<file path="src/logic/hssi_pkg.sv">
// Constants and types for the homing sequencer of one servo axis.
// Assumes one 10 MHz clock and a synchronous active-high reset.
// What this block does
// RQ1 - Methods 23-26: home switch, positive limit
// RQ2 - Methods 27-30: home switch, negative limit
// RQ3 - 23 low start: forward first, reverse second
// RQ4 - 23 high start: reverse second, zero at fall
// RQ5 - 23 after limit: first speed, then second
// RQ6 - 24 low start: forward first, zero at rise
// RQ7 - 24 high start: reverse, turn at fall
// RQ8 - 24 after limit: keep first, turn at fall
// RQ9 - 25: forward, reverse at fall, zero at rise
// RQ10 - 26: forward, second after rise, zero fall
// RQ11 - 26 after limit: turn at rise, zero fall
// RQ12 - Limit high, home low: reverse direction
// RQ13 - 27: reverse first, turn at rise, zero fall
// RQ14 - 28: reverse first, zero at rise
// RQ15 - 29 high start: reverse, turn at fall
// RQ16 - 30 after limit: turn at rise, zero fall
// RQ17 - Codes 31 and 32 start nothing
// RQ18 - 33: reverse second, zero at index
// RQ19 - 34: forward second, zero at index
// RQ20 - 35: no motion, zero at once
// RQ21 - Synchronise inputs before edge detection
// RQ22 - On zero: stop, load zero, signal done

package hssi_pkg;

  // ----------------------------------------
  // Method codes
  // ----------------------------------------
  typedef logic [7:0] hssi_meth_t;
  localparam hssi_meth_t HSSI_M_SW_LO = 8'h17; // First switch method (23)
  localparam hssi_meth_t HSSI_M_SW_HI = 8'h1E; // Last switch method (30)
  localparam hssi_meth_t HSSI_M_RSV_A = 8'h1F; // Reserved (31)
  localparam hssi_meth_t HSSI_M_RSV_B = 8'h20; // Reserved (32)
  localparam hssi_meth_t HSSI_M_IDX_R = 8'h21; // Index, reverse (33)
  localparam hssi_meth_t HSSI_M_IDX_F = 8'h22; // Index, forward (34)
  localparam hssi_meth_t HSSI_M_HERE = 8'h23; // Current position (35)
  localparam hssi_meth_t HSSI_M_NEG = 8'h1B; // First negative-side method (27)
  localparam hssi_meth_t HSSI_M_24 = 8'h18; // Seek-rise method, positive side

  // ----------------------------------------
  // Switch method families, offset from the first switch method
  // ----------------------------------------
  typedef enum logic [1:0] {
    HSSI_K_REVFALL = 2'b00, // 23/27: turn away at rise, zero at fall
    HSSI_K_SEEKRISE = 2'b01, // 24/28: zero at rise when heading in
    HSSI_K_OVERRISE = 2'b10, // 25/29: zero at rise when heading out
    HSSI_K_PASSFALL = 2'b11 // 26/30: head in at rise, zero at fall
  } hssi_kind_t;

  // ----------------------------------------
  // Sequencer states
  // ----------------------------------------
  typedef enum logic [1:0] {
    HSSI_IDLE = 2'b00, // No motion commanded
    HSSI_TRACK = 2'b01, // Following the home switch
    HSSI_INDEX = 2'b10 // Waiting for the first index pulse
  } hssi_state_t;

  // ----------------------------------------
  // Carriers
  // ----------------------------------------
  localparam int unsigned HSSI_NSW = 4; // Number of sensed inputs
  typedef struct packed {
    logic home; // Home switch level
    logic lim_pos; // Positive travel limit level
    logic lim_neg; // Negative travel limit level
    logic index; // Encoder index pulse
  } hssi_sw_t;

  typedef struct packed {
    logic move; // Motion commanded
    logic fwd; // Direction, high is forward
    logic second; // High selects second speed
  } hssi_cmd_t;

  localparam hssi_cmd_t HSSI_CMD_RST = 3'h0; // Idle command after reset
  localparam logic [HSSI_NSW-1:0] HSSI_SW_RST = 4'h0; // Synchroniser reset

endpackage : hssi_pkg

</file>
<file path="src/logic/hssi_seq.sv">
// Homing sequencer: switch methods 23-30, index methods 33-34, method 35.
// Assumes switch and index levels are raw pins; the trajectory generator
// follows cmd_ff and the position counter loads zero on zero_load_ff.
`timescale 1ns/1ps

module hssi_seq (
  // Clock and reset
  input wire logic clk,
  input wire logic rst,
  // Homing request
  input wire hssi_pkg::hssi_meth_t method,
  input wire logic start,
  input wire logic abort_req,
  // Sensors
  input wire hssi_pkg::hssi_sw_t sw_in,
  // Motion command
  output hssi_pkg::hssi_cmd_t cmd_ff,
  // Position counter and status
  output logic zero_load_ff,
  output logic done_ff,
  output logic busy_ff,
  output logic reject_ff
);
  import hssi_pkg::*;

  // ----------------------------------------
  // Input synchronisers
  // ----------------------------------------
  logic [HSSI_NSW-1:0] s1_ff; // First stage, read only by s2
  logic [HSSI_NSW-1:0] s2_ff; // Stable level
  logic [HSSI_NSW-1:0] s3_ff; // Previous stable level
  logic [HSSI_NSW-1:0] raw_v; // Sensor pins as a vector
  logic [HSSI_NSW-1:0] rise_v; // One-cycle rising edges
  logic [HSSI_NSW-1:0] fall_v; // One-cycle falling edges
  hssi_sw_t lvl; // Synchronised levels
  hssi_sw_t rise; // Rising edges by name
  hssi_sw_t fall; // Falling edges by name

  assign raw_v = sw_in;

  // Two flops per input, then a third for edge detection
  genvar gi;
  generate
    for (gi = 0; gi < HSSI_NSW; gi++) begin : g_sync
      always_ff @(posedge clk) begin
        if (rst) begin
          s1_ff[gi] <= HSSI_SW_RST[gi];
          s2_ff[gi] <= HSSI_SW_RST[gi];
          s3_ff[gi] <= HSSI_SW_RST[gi];
        end else begin
          s1_ff[gi] <= raw_v[gi];
          s2_ff[gi] <= s1_ff[gi];
          s3_ff[gi] <= s2_ff[gi]; // RQ21
        end
      end
    end
  endgenerate

  // Edges come from the stable stages only, so each change shows once
  assign rise_v = s2_ff & ~s3_ff; // RQ21
  assign fall_v = ~s2_ff & s3_ff; // RQ21
  assign lvl = s2_ff;
  assign rise = rise_v;
  assign fall = fall_v;

  // ----------------------------------------
  // Method decode
  // ----------------------------------------
  hssi_meth_t moff; // Offset inside the switch methods
  logic is_sw; // Request names a switch method
  hssi_kind_t req_kind; // Family of the requested method
  logic req_mirror; // Negative-limit side

  assign moff = method - HSSI_M_SW_LO;
  assign is_sw = (method >= HSSI_M_SW_LO) && (method <= HSSI_M_SW_HI);
  assign req_kind = hssi_kind_t'(moff[1:0]);
  assign req_mirror = (method >= HSSI_M_NEG); // RQ2

  // ----------------------------------------
  // Sequencer state
  // ----------------------------------------
  hssi_state_t state_ff; // Current phase
  hssi_state_t nxt_state;
  hssi_kind_t kind_ff; // Latched family
  hssi_kind_t nxt_kind;
  logic mirror_ff; // Latched side, high is negative limit
  logic nxt_mirror;
  logic toward_ff; // Heading toward the side limit
  logic nxt_toward;
  logic second_ff; // Second speed selected
  logic nxt_second;
  logic hit; // Zero point reached this cycle
  logic bad; // Request refused
  logic take; // Start seen while idle this cycle, refused or not
  logic lim; // Limit on the working side

  assign take = start && (state_ff == HSSI_IDLE);
  assign lim = mirror_ff ? lvl.lim_neg : lvl.lim_pos;

  // Next-state logic. Direction is kept as "toward the limit" so that
  // the negative-side methods reuse the positive-side walk mirrored.
  always_comb begin
    nxt_state = state_ff;
    nxt_kind = kind_ff;
    nxt_mirror = mirror_ff;
    nxt_toward = toward_ff;
    nxt_second = second_ff;
    hit = 1'b0;
    bad = 1'b0;
    unique case (state_ff)
      HSSI_IDLE: begin
        if (start) begin
          if (is_sw) begin // RQ1 RQ2
            nxt_state = HSSI_TRACK;
            nxt_kind = req_kind;
            nxt_mirror = req_mirror;
            if (lvl.home) begin
              // Switch already high: start at second speed
              nxt_second = 1'b1; // RQ4 RQ7 RQ9 RQ10 RQ13 RQ15
              nxt_toward = (req_kind == HSSI_K_OVERRISE) ||
                           (req_kind == HSSI_K_PASSFALL);
            end else begin
              // Switch low: head for the limit at first speed
              nxt_second = 1'b0; // RQ3 RQ6 RQ9 RQ10 RQ13 RQ14
              nxt_toward = 1'b1;
            end
          end else if (method == HSSI_M_IDX_R) begin
            // Reverse at second speed to the first index
            nxt_state = HSSI_INDEX; // RQ18
            nxt_mirror = 1'b0;
            nxt_toward = 1'b0;
            nxt_second = 1'b1;
          end else if (method == HSSI_M_IDX_F) begin
            // Forward at second speed to the first index
            nxt_state = HSSI_INDEX; // RQ19
            nxt_mirror = 1'b0;
            nxt_toward = 1'b1;
            nxt_second = 1'b1;
          end else if (method == HSSI_M_HERE) begin
            hit = 1'b1; // RQ20
          end else begin
            // Reserved and unknown codes never move the axis
            bad = 1'b1; // RQ17
          end
        end
      end
      HSSI_TRACK: begin
        if (rise.home) begin
          unique case (kind_ff)
            HSSI_K_REVFALL: begin
              // Leave the switch outward at second speed
              nxt_toward = 1'b0; // RQ3 RQ5 RQ13
              nxt_second = 1'b1;
            end
            HSSI_K_SEEKRISE: begin
              // Only the inward edge is the zero; outward keeps speed
              hit = toward_ff; // RQ6 RQ7 RQ8 RQ14
            end
            HSSI_K_OVERRISE: begin
              hit = !toward_ff; // RQ9 RQ15
              nxt_second = 1'b1;
            end
            HSSI_K_PASSFALL: begin
              // Cross the switch inward at second speed
              nxt_toward = 1'b1; // RQ10 RQ11 RQ16
              nxt_second = 1'b1;
            end
          endcase
        end else if (fall.home) begin
          unique case (kind_ff)
            HSSI_K_REVFALL: hit = 1'b1; // RQ3 RQ4 RQ5 RQ13
            HSSI_K_PASSFALL: hit = 1'b1; // RQ10 RQ11 RQ16
            HSSI_K_SEEKRISE: begin
              // Turn back inward and approach at second speed
              nxt_toward = 1'b1; // RQ7 RQ8 RQ14
              nxt_second = 1'b1;
            end
            HSSI_K_OVERRISE: begin
              // Overshot: turn outward and take the next rise
              nxt_toward = 1'b0; // RQ9 RQ15
              nxt_second = 1'b1;
            end
          endcase
        end else if (toward_ff && lim && !lvl.home) begin
          // Limit reached before the switch: turn back, first speed
          nxt_toward = 1'b0; // RQ12
          nxt_second = 1'b0; // RQ5 RQ8
        end
      end
      HSSI_INDEX: begin
        hit = rise.index; // RQ18 RQ19
      end
      default: begin
        nxt_state = HSSI_IDLE;
      end
    endcase
    // Zero capture or abort ends the move at once
    if (hit || abort_req) begin
      nxt_state = HSSI_IDLE; // RQ22
    end
  end

  // State register
  always_ff @(posedge clk) begin
    if (rst) begin
      state_ff <= HSSI_IDLE;
    end else begin
      state_ff <= nxt_state;
    end
  end

  // Motion context
  always_ff @(posedge clk) begin
    if (rst) begin
      kind_ff <= HSSI_K_REVFALL;
      mirror_ff <= 1'b0;
      toward_ff <= 1'b0;
      second_ff <= 1'b0;
    end else begin
      kind_ff <= nxt_kind;
      mirror_ff <= nxt_mirror;
      toward_ff <= nxt_toward;
      second_ff <= nxt_second;
    end
  end

  // ----------------------------------------
  // Outputs
  // ----------------------------------------
  // Command follows the next state so it changes with the decision edge
  always_ff @(posedge clk) begin
    if (rst) begin
      cmd_ff <= HSSI_CMD_RST;
    end else begin
      cmd_ff.move <= (nxt_state != HSSI_IDLE); // RQ20 RQ22
      cmd_ff.fwd <= nxt_toward ^ nxt_mirror;
      cmd_ff.second <= nxt_second;
    end
  end

  // Zero load is a one-cycle pulse at the capture edge
  always_ff @(posedge clk) begin
    if (rst) begin
      zero_load_ff <= 1'b0;
    end else begin
      zero_load_ff <= hit; // RQ22
    end
  end

  // Done stays until the next start seen while idle, refused or not; a set wins a clear
  always_ff @(posedge clk) begin
    if (rst) begin
      done_ff <= 1'b0;
    end else if (hit) begin
      done_ff <= 1'b1; // RQ22
    end else if (take) begin
      done_ff <= 1'b0;
    end
  end

  // Busy mirrors the moving phases
  always_ff @(posedge clk) begin
    if (rst) begin
      busy_ff <= 1'b0;
    end else begin
      busy_ff <= (nxt_state != HSSI_IDLE);
    end
  end

  // Refusal flag, cleared by the next accepted request
  always_ff @(posedge clk) begin
    if (rst) begin
      reject_ff <= 1'b0;
    end else if (bad) begin
      reject_ff <= 1'b1; // RQ17
    end else if (take) begin
      reject_ff <= 1'b0;
    end
  end
endmodule : hssi_seq

</file>
<file path="config.mk">
export PLATFORM = sky130hd
export DESIGN_NAME = hssi_seq
export DESIGN_NICKNAME = d
export VERILOG_FILES = /design/src/logic/hssi_pkg.sv /design/src/logic/hssi_seq.sv
export SDC_FILE = /design/constraint.sdc
export NUM_CORES = 1
export LEC_CHECK = 0
export BUFFER_PORTS_ARGS = -buffer_cell sky130_fd_sc_hd__buf_4
export CAP_MARGIN = 20
export CORE_MARGIN = 3
export CORE_UTILIZATION = 53
export CTS_CLUSTER_SIZE = 8
export DETAILED_ROUTE_END_ITERATION = 16
export PLACE_DENSITY = 0.76
export SETUP_SLACK_MARGIN = 0.3
export SYNTH_ARGS = -nofsm -noshare
export SYNTH_HDL_FRONTEND = slang
export SYNTH_SLANG_ARGS = --single-unit
</file>
<file path="constraint.sdc">
create_clock -name clk -period 2.7 [get_ports clk]
set_clock_uncertainty 0.15 [all_clocks]
set_input_delay 0.675 -clock clk [delete_from_list [all_inputs] [get_ports clk]]
set_output_delay 0.675 -clock clk [all_outputs]
set_load 0.02 [all_outputs]
</file>
# After elaboration in Yosys (flattened, before gate mapping)
# Cells that the tools add are included.
dict set report word_totals {
  ff_bits 24
  inputBits 16
  output_inout_bits 7
  word_cells 119
}
dict set report op_classes {
  addsub 1
  n_lt_le_gt_ge 3
  eq_ne 15
  n_mux 53
  bitwise_logic 5
  reduce_logical 20
}
# op n
set op_table {}
lappend op_table {{$mux 1} 41}
lappend op_table {{$eq 8x6->1 const B} 3}
lappend op_table {{$ge 8x5->1 const B} 2}
lappend op_table {{$eq 2x2->1 const B} 5}
lappend op_table {{$mux 2} 5}
lappend op_table {{$pmux 1 s2} 5}
lappend op_table {{$and 4x4->4} 2}
lappend op_table {{$le 8x5->1 const B} 1}
lappend op_table {{$ne 4x4->1 const B} 2}
lappend op_table {{$not 4->4} 2}
lappend op_table {{$reduce_bool 2->1} 4}
lappend op_table {{$reduce_and 6->1} 1}
lappend op_table {{$reduce_or 2->1} 3}
lappend op_table {{$eq 2x1->1 const B} 2}
lappend op_table {{$logic_and 1x1->1} 4}
lappend op_table {{$logic_not 2->1} 2}
lappend op_table {{$ne 4x2->1 const B} 1}
lappend op_table {{$pmux 2 s2} 1}
lappend op_table {{$ne 3x3->1 const B} 1}
lappend op_table {{$pmux 1 s3} 1}
lappend op_table {{$reduce_and 3->1} 1}
lappend op_table {{$reduce_or 3->1} 1}
lappend op_table {{$logic_not 1->1} 2}
lappend op_table {{$logic_or 1x1->1} 2}
lappend op_table {{3 further kinds} 3}

# Longest topological paths before layout
# Gate-level depths: netlist of the first run.
dict set report logic_depth {
  ltp_word 10
  ltp_mapped 8
}

# Least setup slack after synthesis of the first run
# OpenSTA, ideal clock, no wires.
dict set report synth_timing {
  path_type {input port to flip-flop}
  startpoint {in method[0]}
  endpoint {reg cmd_ff[1] (netlist bit)}
  setup_time_ps 121
  arrival_ps 2113
  t_required_ps 2429
  setup_slack_ps 316
  cell_stages 7
  n_path_buf 0
  path_cell_list {ha_1 -> a21oi_1 -> nand4b_1 -> nand2_1 -> nor3_1 -> a2111oi_2 -> mux2_2}
}
dict set report synth_via {
  elab_chain_len 8
}
# element line
set synth_lines {}
lappend synth_lines {{start: declaration} hssi_seq.sv:11} ;# input wire hssi_pkg::hssi_meth_t method,
lappend synth_lines {{$sub 2x2->2} hssi_seq.sv:74} ;# assign moff = method - HSSI_M_SW_LO;
lappend synth_lines {{$eq 2x2->1 (on tied branches)} {hssi_seq.sv:120, hssi_seq.sv:121}}
lappend synth_lines {{$logic_or 1x1->1} hssi_seq.sv:120} ;# nxt_toward = (req_kind == HSSI_K_OVERRISE) ||
lappend synth_lines {{$mux 1} hssi_seq.sv:117} ;# if (lvl.home) begin
lappend synth_lines {{$mux 1} hssi_seq.sv:113} ;# if (is_sw) begin
lappend synth_lines {{$mux 1} hssi_seq.sv:112} ;# if (start) begin
lappend synth_lines {{$pmux 1 s2} hssi_seq.sv:110} ;# unique case (state_ff)
lappend synth_lines {{$xor 1x1->1 (*)} hssi_seq.sv:236} ;# cmd_ff.fwd <= nxt_toward ^ nxt_mirror;
lappend synth_lines {{end: declaration} hssi_seq.sv:17} ;# output hssi_pkg::hssi_cmd_t cmd_ff,
# Every way passes the cells marked *; elsewhere a longest branch is shown, timed or not.
# A chain may end at the register's enable or synchronous reset.

# Final worst setup path of the first run
dict set report layout_timing {
  startpoint {in method[0]}
  endpoint {reg busy_ff}
}
dict set report layout_via {
  elab_chain_len 10
}
# element line
set layout_lines {}
lappend layout_lines {{$eq 8x6->1} hssi_seq.sv:139} ;# end else if (method == HSSI_M_HERE) begin
lappend layout_lines {{$mux 1} hssi_seq.sv:139}
lappend layout_lines {{$mux 1} hssi_seq.sv:133} ;# end else if (method == HSSI_M_IDX_F) begin
lappend layout_lines {{$mux 1} hssi_seq.sv:127} ;# end else if (method == HSSI_M_IDX_R) begin
lappend layout_lines {{$mux 1} hssi_seq.sv:113}
lappend layout_lines {{$mux 1} hssi_seq.sv:112}
lappend layout_lines {{$pmux 1 s3} hssi_seq.sv:110}
lappend layout_lines {{$logic_or 1x1->1} hssi_seq.sv:198} ;# if (hit || abort_req) begin
lappend layout_lines {{$mux 2 (*)} hssi_seq.sv:198}
lappend layout_lines {{$reduce_bool 2->1 (*)} hssi_seq.sv:266} ;# busy_ff <= (nxt_state != HSSI_IDLE);
lappend layout_lines {{end signal: assignment} hssi_seq.sv:266}
lappend layout_lines {{end: declaration} hssi_seq.sv:21} ;# output logic busy_ff,
# Marks and branches as above.

==> results.toml, run 1 <==
[outcome]
outcome = "finished, final reports clean"

[layout]
postLayoutCellArea_sq_mm = 0.00139
drive_above_1_share_pct = 24.7
fillers = 167
num_antenna_cells = 0
fin_nets = 176
area_growth_pct = 20.7

[drt]
vias = 996
first_pass_iters = 4
wl_um = 2380
ant_nets = 0
drc = 0
viasPerCell = 5.63
drtIter0Drc = 18
avgRoutedWirePerCell_um = 13.4

[timing]
fin_crit_sh_pct = 83.6
rsz0062_at_grt = "false"
slew-limit-headroom_pct = 72.6
setup_tns_ps = 0
period_needed_ps = 2260
drv_slew = 0
timing.fmax_mhz = 443
setup_viol_count_final = 0
hold_viol = 0
worstMarginPinSlew_ps = 409

[worst_setup_path]
cp.required_ps = 2780
crit_type = "input port to flop"
cp-start-kind = "input port"
critPathArrivalTime_ps = 2340
critPathCaptureType = "flop"
path_max_fanout = 5

[global_routing]
grt_pass1_wl_um = 4090
grt_max_degree = 21
grt-ovfl-total = 0
track_usage_pct = 20.0
antenna_found_initial = 0
grt_pass1_vias = 910

[clock_network]
cts_setup_buffers = 0
htree_levels = 1
clk_pin_slew_worst_paths_ps = 120
cts_buffers = 3
clock_path_buffers = 2
cts_hold_buf = 0
insertion_delay_ps = 300
cts_root_buffer = "clkbuf_4"
numClockSinks = 22
cts_tree = "built"

[min_path]
hold_path_class = "flop to flop"

[synth]
netlist_top_cells_count = "dfxtp_1, nor2_1, nor2b_1"
ys_ff_latch = 22
yosys.area.top_type = "dfxtp_1"
ys_top_cells_by_area = "dfxtp_1, ha_1, nor2b_1"
ys_warn_count = 0
synth.avg_cell_area_sq_um = 9.09
synth-edff-count = 0
synthesis.nets = 152
synth_cells = 127
synthArstFlopShare_pct = 0
seq_area_frac_synth_pct = 38.1
ys.flop_type = "dfxtp_1"
synth.distinct_cells = 35
yosysMostFrequentCell = "dfxtp_1"
synth_top_cell_area_share_pct = 38.1
synthesis.area_sq_mm = 0.00115

[power]
pwr-share-seq_pct = 51.4
power_per_cell_area_mw_per_mm2 = 473
internal_power_uw = 521
p_switching_uw = 139
combPwrFrac_pct = 11.2
leakage_nw = 0.605
ir_drop_uv = 573
clkPwrFrac_pct = 37.4
switching_share_pct = 21.0

[place]
portBuffers = 22
hpwl_um = 1810
gp_routability_congestion = 0.826
placed_area_sq_mm = 0.00133

[floorplanning]
core_sq_mm = 0.00202
ios = 23
die_y_um = 52.7
start_util_pct = 57.1
die_area_sq_mm = 0.00278
die_w_um = 52.7
rows = 16

[flow_run]
cap_violations = 0
[critical path, stage by stage]
cell      delay (ps)
buf_4            120
inv_1             50
ha_1             180
nand4b_1         130
nand4b_1         140
buf_4            200
o21a_1           140
a31oi_1          340
nand2_1          150
a211oi_1         210
[cell families (layout without fill, tap and decap cells)]
| group | Yosys count | count (layout) | synth area share [%] |
|---|---|---|---|
| flops | 22 | 22 | 38.1 |
| fa+ha+maj | 9 | 9 | 9.75 |
| mux | 4 | 4 | 3.79 |
| simple gates | 51 | 51 | 25.1 |
| compound gates | 28 | 28 | 17.0 |
| buf+inv | 13 | 36 | 6.18 |
[routing by layer]
metal | track usage, % | share of wire [%] | up-vias
li1 | - | - | 490
met1 | 25.4 | 42 | 476
met2 | 33.3 | 51 | 26
met3 | 3.42 | 5.9 | 4
met4 | 7.66 | 1.1 | 0
met5 | 0 | 0 | -
[power by group through the flow]
stage	logic (mW)	registers (mW)	clock network, mW
3_3_place_gp	0.0706	0.346	0
6_report	0.0740	0.339	0.246
2_1_floorplan	0.0387	0.347	0
3_5_place_dp	0.0724	0.346	0
4_1_cts	0.0739	0.339	0.254
5_1_grt	0.0826	0.340	0.265
[per-stage QoR]
step	hold WS, ps	setup WS [ps]	utilization (%)	std cells	power [mW]
3_5_place_dp	273	147	65.7	173	0.419
5_1_grt	323	320	68.9	177	0.688
3_3_place_gp	269	206	65.7	173	0.416
6_report	300	442	68.9	177	0.659
2_1_floorplan	264	316	-	127	0.386
4_1_cts	303	333	68.9	177	0.667
[cell usage in the layout (no fill, tap or decap), types with 2 or more instances in the layout]
master and instances:
clkbuf_4 3, buf_4 24, dfxtp_1 21, a31oi_1 3
nand4b_1 3, a21oi_1 6, a211oi_1 8, nor2b_1 10
and2_1 2, inv_1 8, nor3_1 3, ha_1 9
nand2_1 8, nor2_1 16, mux2_2 3
[final cells by class]
cell class	count	area, sq um	area share [%]
repair buffers	24	180	12.9
clock inverters	1	30.0	2.15
clock buffers	3	22.5	1.62
flip-flops and latches	22	442	31.7
multi-input cells	92	656	47.0
inverters	8	30.0	2.15
well taps	27	33.8	2.42
[final timing paths]
path               from         to  slack, ps  depth (start not counted)
min reg2reg    s1_ff[3]     lvl[3]        300                          1
max           method[0]    busy_ff        440                         10
min            s1_ff[3]     lvl[3]        300                          1
max reg2reg  kind_ff[0]  cmd_ff[1]        440                          7
[flip-flops by register name (all words and copies together) (netlist names), 2 cells and up]
register	flops
s1_ff	4
kind_ff	2
s3_ff	2
lvl	4
state_ff	2
cmd_ff	2
[timing repair]
action                                 in CTS  in global routing
gates resized for setup                     1                  2
gates cloned                                0                  0
endpoints found under the hold margin       0                  0
setup endpoints to repair                   1                  1
Power figures use the tool's default switching activity.
==> run 2, diff against run 1 <==
Clock period 2.7 ns to 2.1 ns, I/O delays scaled along.
==> run 2 against run 1 <==
Net effect: clock power rose by 32%; final cell count grew 11%; utilization rose by 16 points; non-clock buffer count rose by 19; combinational power rose by 97%; via count up 11%; global-route usage rose by 4.1 points; clock-buffer cell count is the same; register-to-register slack lost 310 ps; worst setup slack got worse by 310 ps.
==> results.toml, run 2 (synthesis gave the netlist of run 1 again) <==
[worst_setup_path]
path_max_fanout = 8
cp.required_ps = 2210
cp-start-kind = "flop"
critPathArrivalTime_ps = 2070
crit_type = "flop to flop"
critPathCaptureType = "flop"

[clock_network]
insertion_delay_ps = 310
cts_root_buffer = "clkbuf_4"
clock_path_buffers = 2
cts_tree = "built"
clk_pin_slew_worst_paths_ps = 130
htree_levels = 1
numClockSinks = 22
cts_buffers = 3

[place]
hpwl_um = 2050
dp_slack_ps = -254
portBuffers = 22
placed_area_sq_mm = 0.00151
dpl.cell_count = 187
gp_routability_congestion = 0.815

[power]
leakage_nw = 0.722
ir_drop_uv = 491
power_uw = 906
power_per_cell_area_mw_per_mm2 = 527

[timing]
fin_crit_sh_pct = 93.8
drv_slew = 0
timing.fmax_mhz = 508
holdWs_ps = 271
setup_tns_ps = 0
hold_viol = 0
rsz0062_at_grt = "true"
period_needed_ps = 1970
worstMarginPinSlew_ps = 414
fin_ws_ps = 131
setup_viol_count_final = 0
slew-limit-headroom_pct = 72.3

[global_routing]
use_met1_pct = 26.4
top_usage_layer = "met2"
grt_pass1_wl_um = 4820
grt_pass1_vias = 1044
antenna_found_initial = 0
grt-ovfl-total = 0
use_met3_pct = 5.41
grt_use_met2_pct = 43.0
track_usage_pct = 24.1
grt_max_degree = 21

[flow_run]
cap_violations = 0

[min_path]
hold_path_class = "input port to flop"

[layout]
area_growth_pct = 48.9
fin_util_pct = 85.0
final_common_cell = "buf_4"
most-common-layout-cells = "buf_4, dfxtp_1, nor2_1"
num_antenna_cells = 0
drive_above_1_share_pct = 50.9
fin_cells = 196
fin_nets = 195
postLayoutCellArea_sq_mm = 0.00172

[floorplanning]
rows = 16
core_sq_mm = 0.00202
die_w_um = 52.7
die_y_um = 52.7
ios = 23
die_area_sq_mm = 0.00278
start_util_pct = 57.1

[outcome]
outcome = "finished, final reports clean"

[drt]
wl_um = 3100
drc = 0
viasPerCell = 5.65
drtIter0Drc = 16
vias = 1107
first_pass_iters = 4
avgRoutedWirePerCell_um = 15.8
ant_nets = 0
==> run 2: routing by layer <==
| layer | vias up | wire (um) |
|---|---|---|
| li1 | 535 | - |
| met1 | 520 | 1260 |
| met2 | 42 | 1620 |
| met3 | 10 | 150 |
| met4 | 0 | 70 |
| met5 | - | 0 |
==> run 2: what timing repair did <==
action / in CTS / in global routing
setup buffers: 3 / 2
setup endpoints to repair: 11 / 12
pin swaps: 16 / 9
hold buffers: 0 / 0
resized for setup: 20 / 17
==> run 2: power by group <==
group	switching [mW]	total (mW)	leakage, nW	internal, mW
combinational	0.0682	0.146	0.512	0.0776
clock	0.132	0.325	0.0279	0.193
sequential	0.00627	0.435	0.182	0.429
==> run 2: final cells by class <==
cell class	instances	area, sq um
multi-input combinational	92	783
sequential	22	449
timing repair buffer	43	358
fill	106	303
inverter	8	42.5
tap	27	33.8
clock inverter	1	30.0
clock buffer	3	22.5
==> run 2: final timing paths <==
path	startpoint	to	slack, ps	cells past startpoint
worst max-delay path	state_ff[0]	cmd_ff[0]	130	5
worst min-delay path	sw_in[2]	s1_ff[2]	270	2
worst max register to register	state_ff[0]	cmd_ff[0]	130	5
worst min register to register	s1_ff[3]	lvl[3]	310	1
==> run 2: critical path, cell delays in order (launching register included) <==
cell and delay [ps]:
dfxtp_1 530, o21bai_1 230, a31oi_1 230, nand2_1 110, or4b_1 550, a21oi_2 120
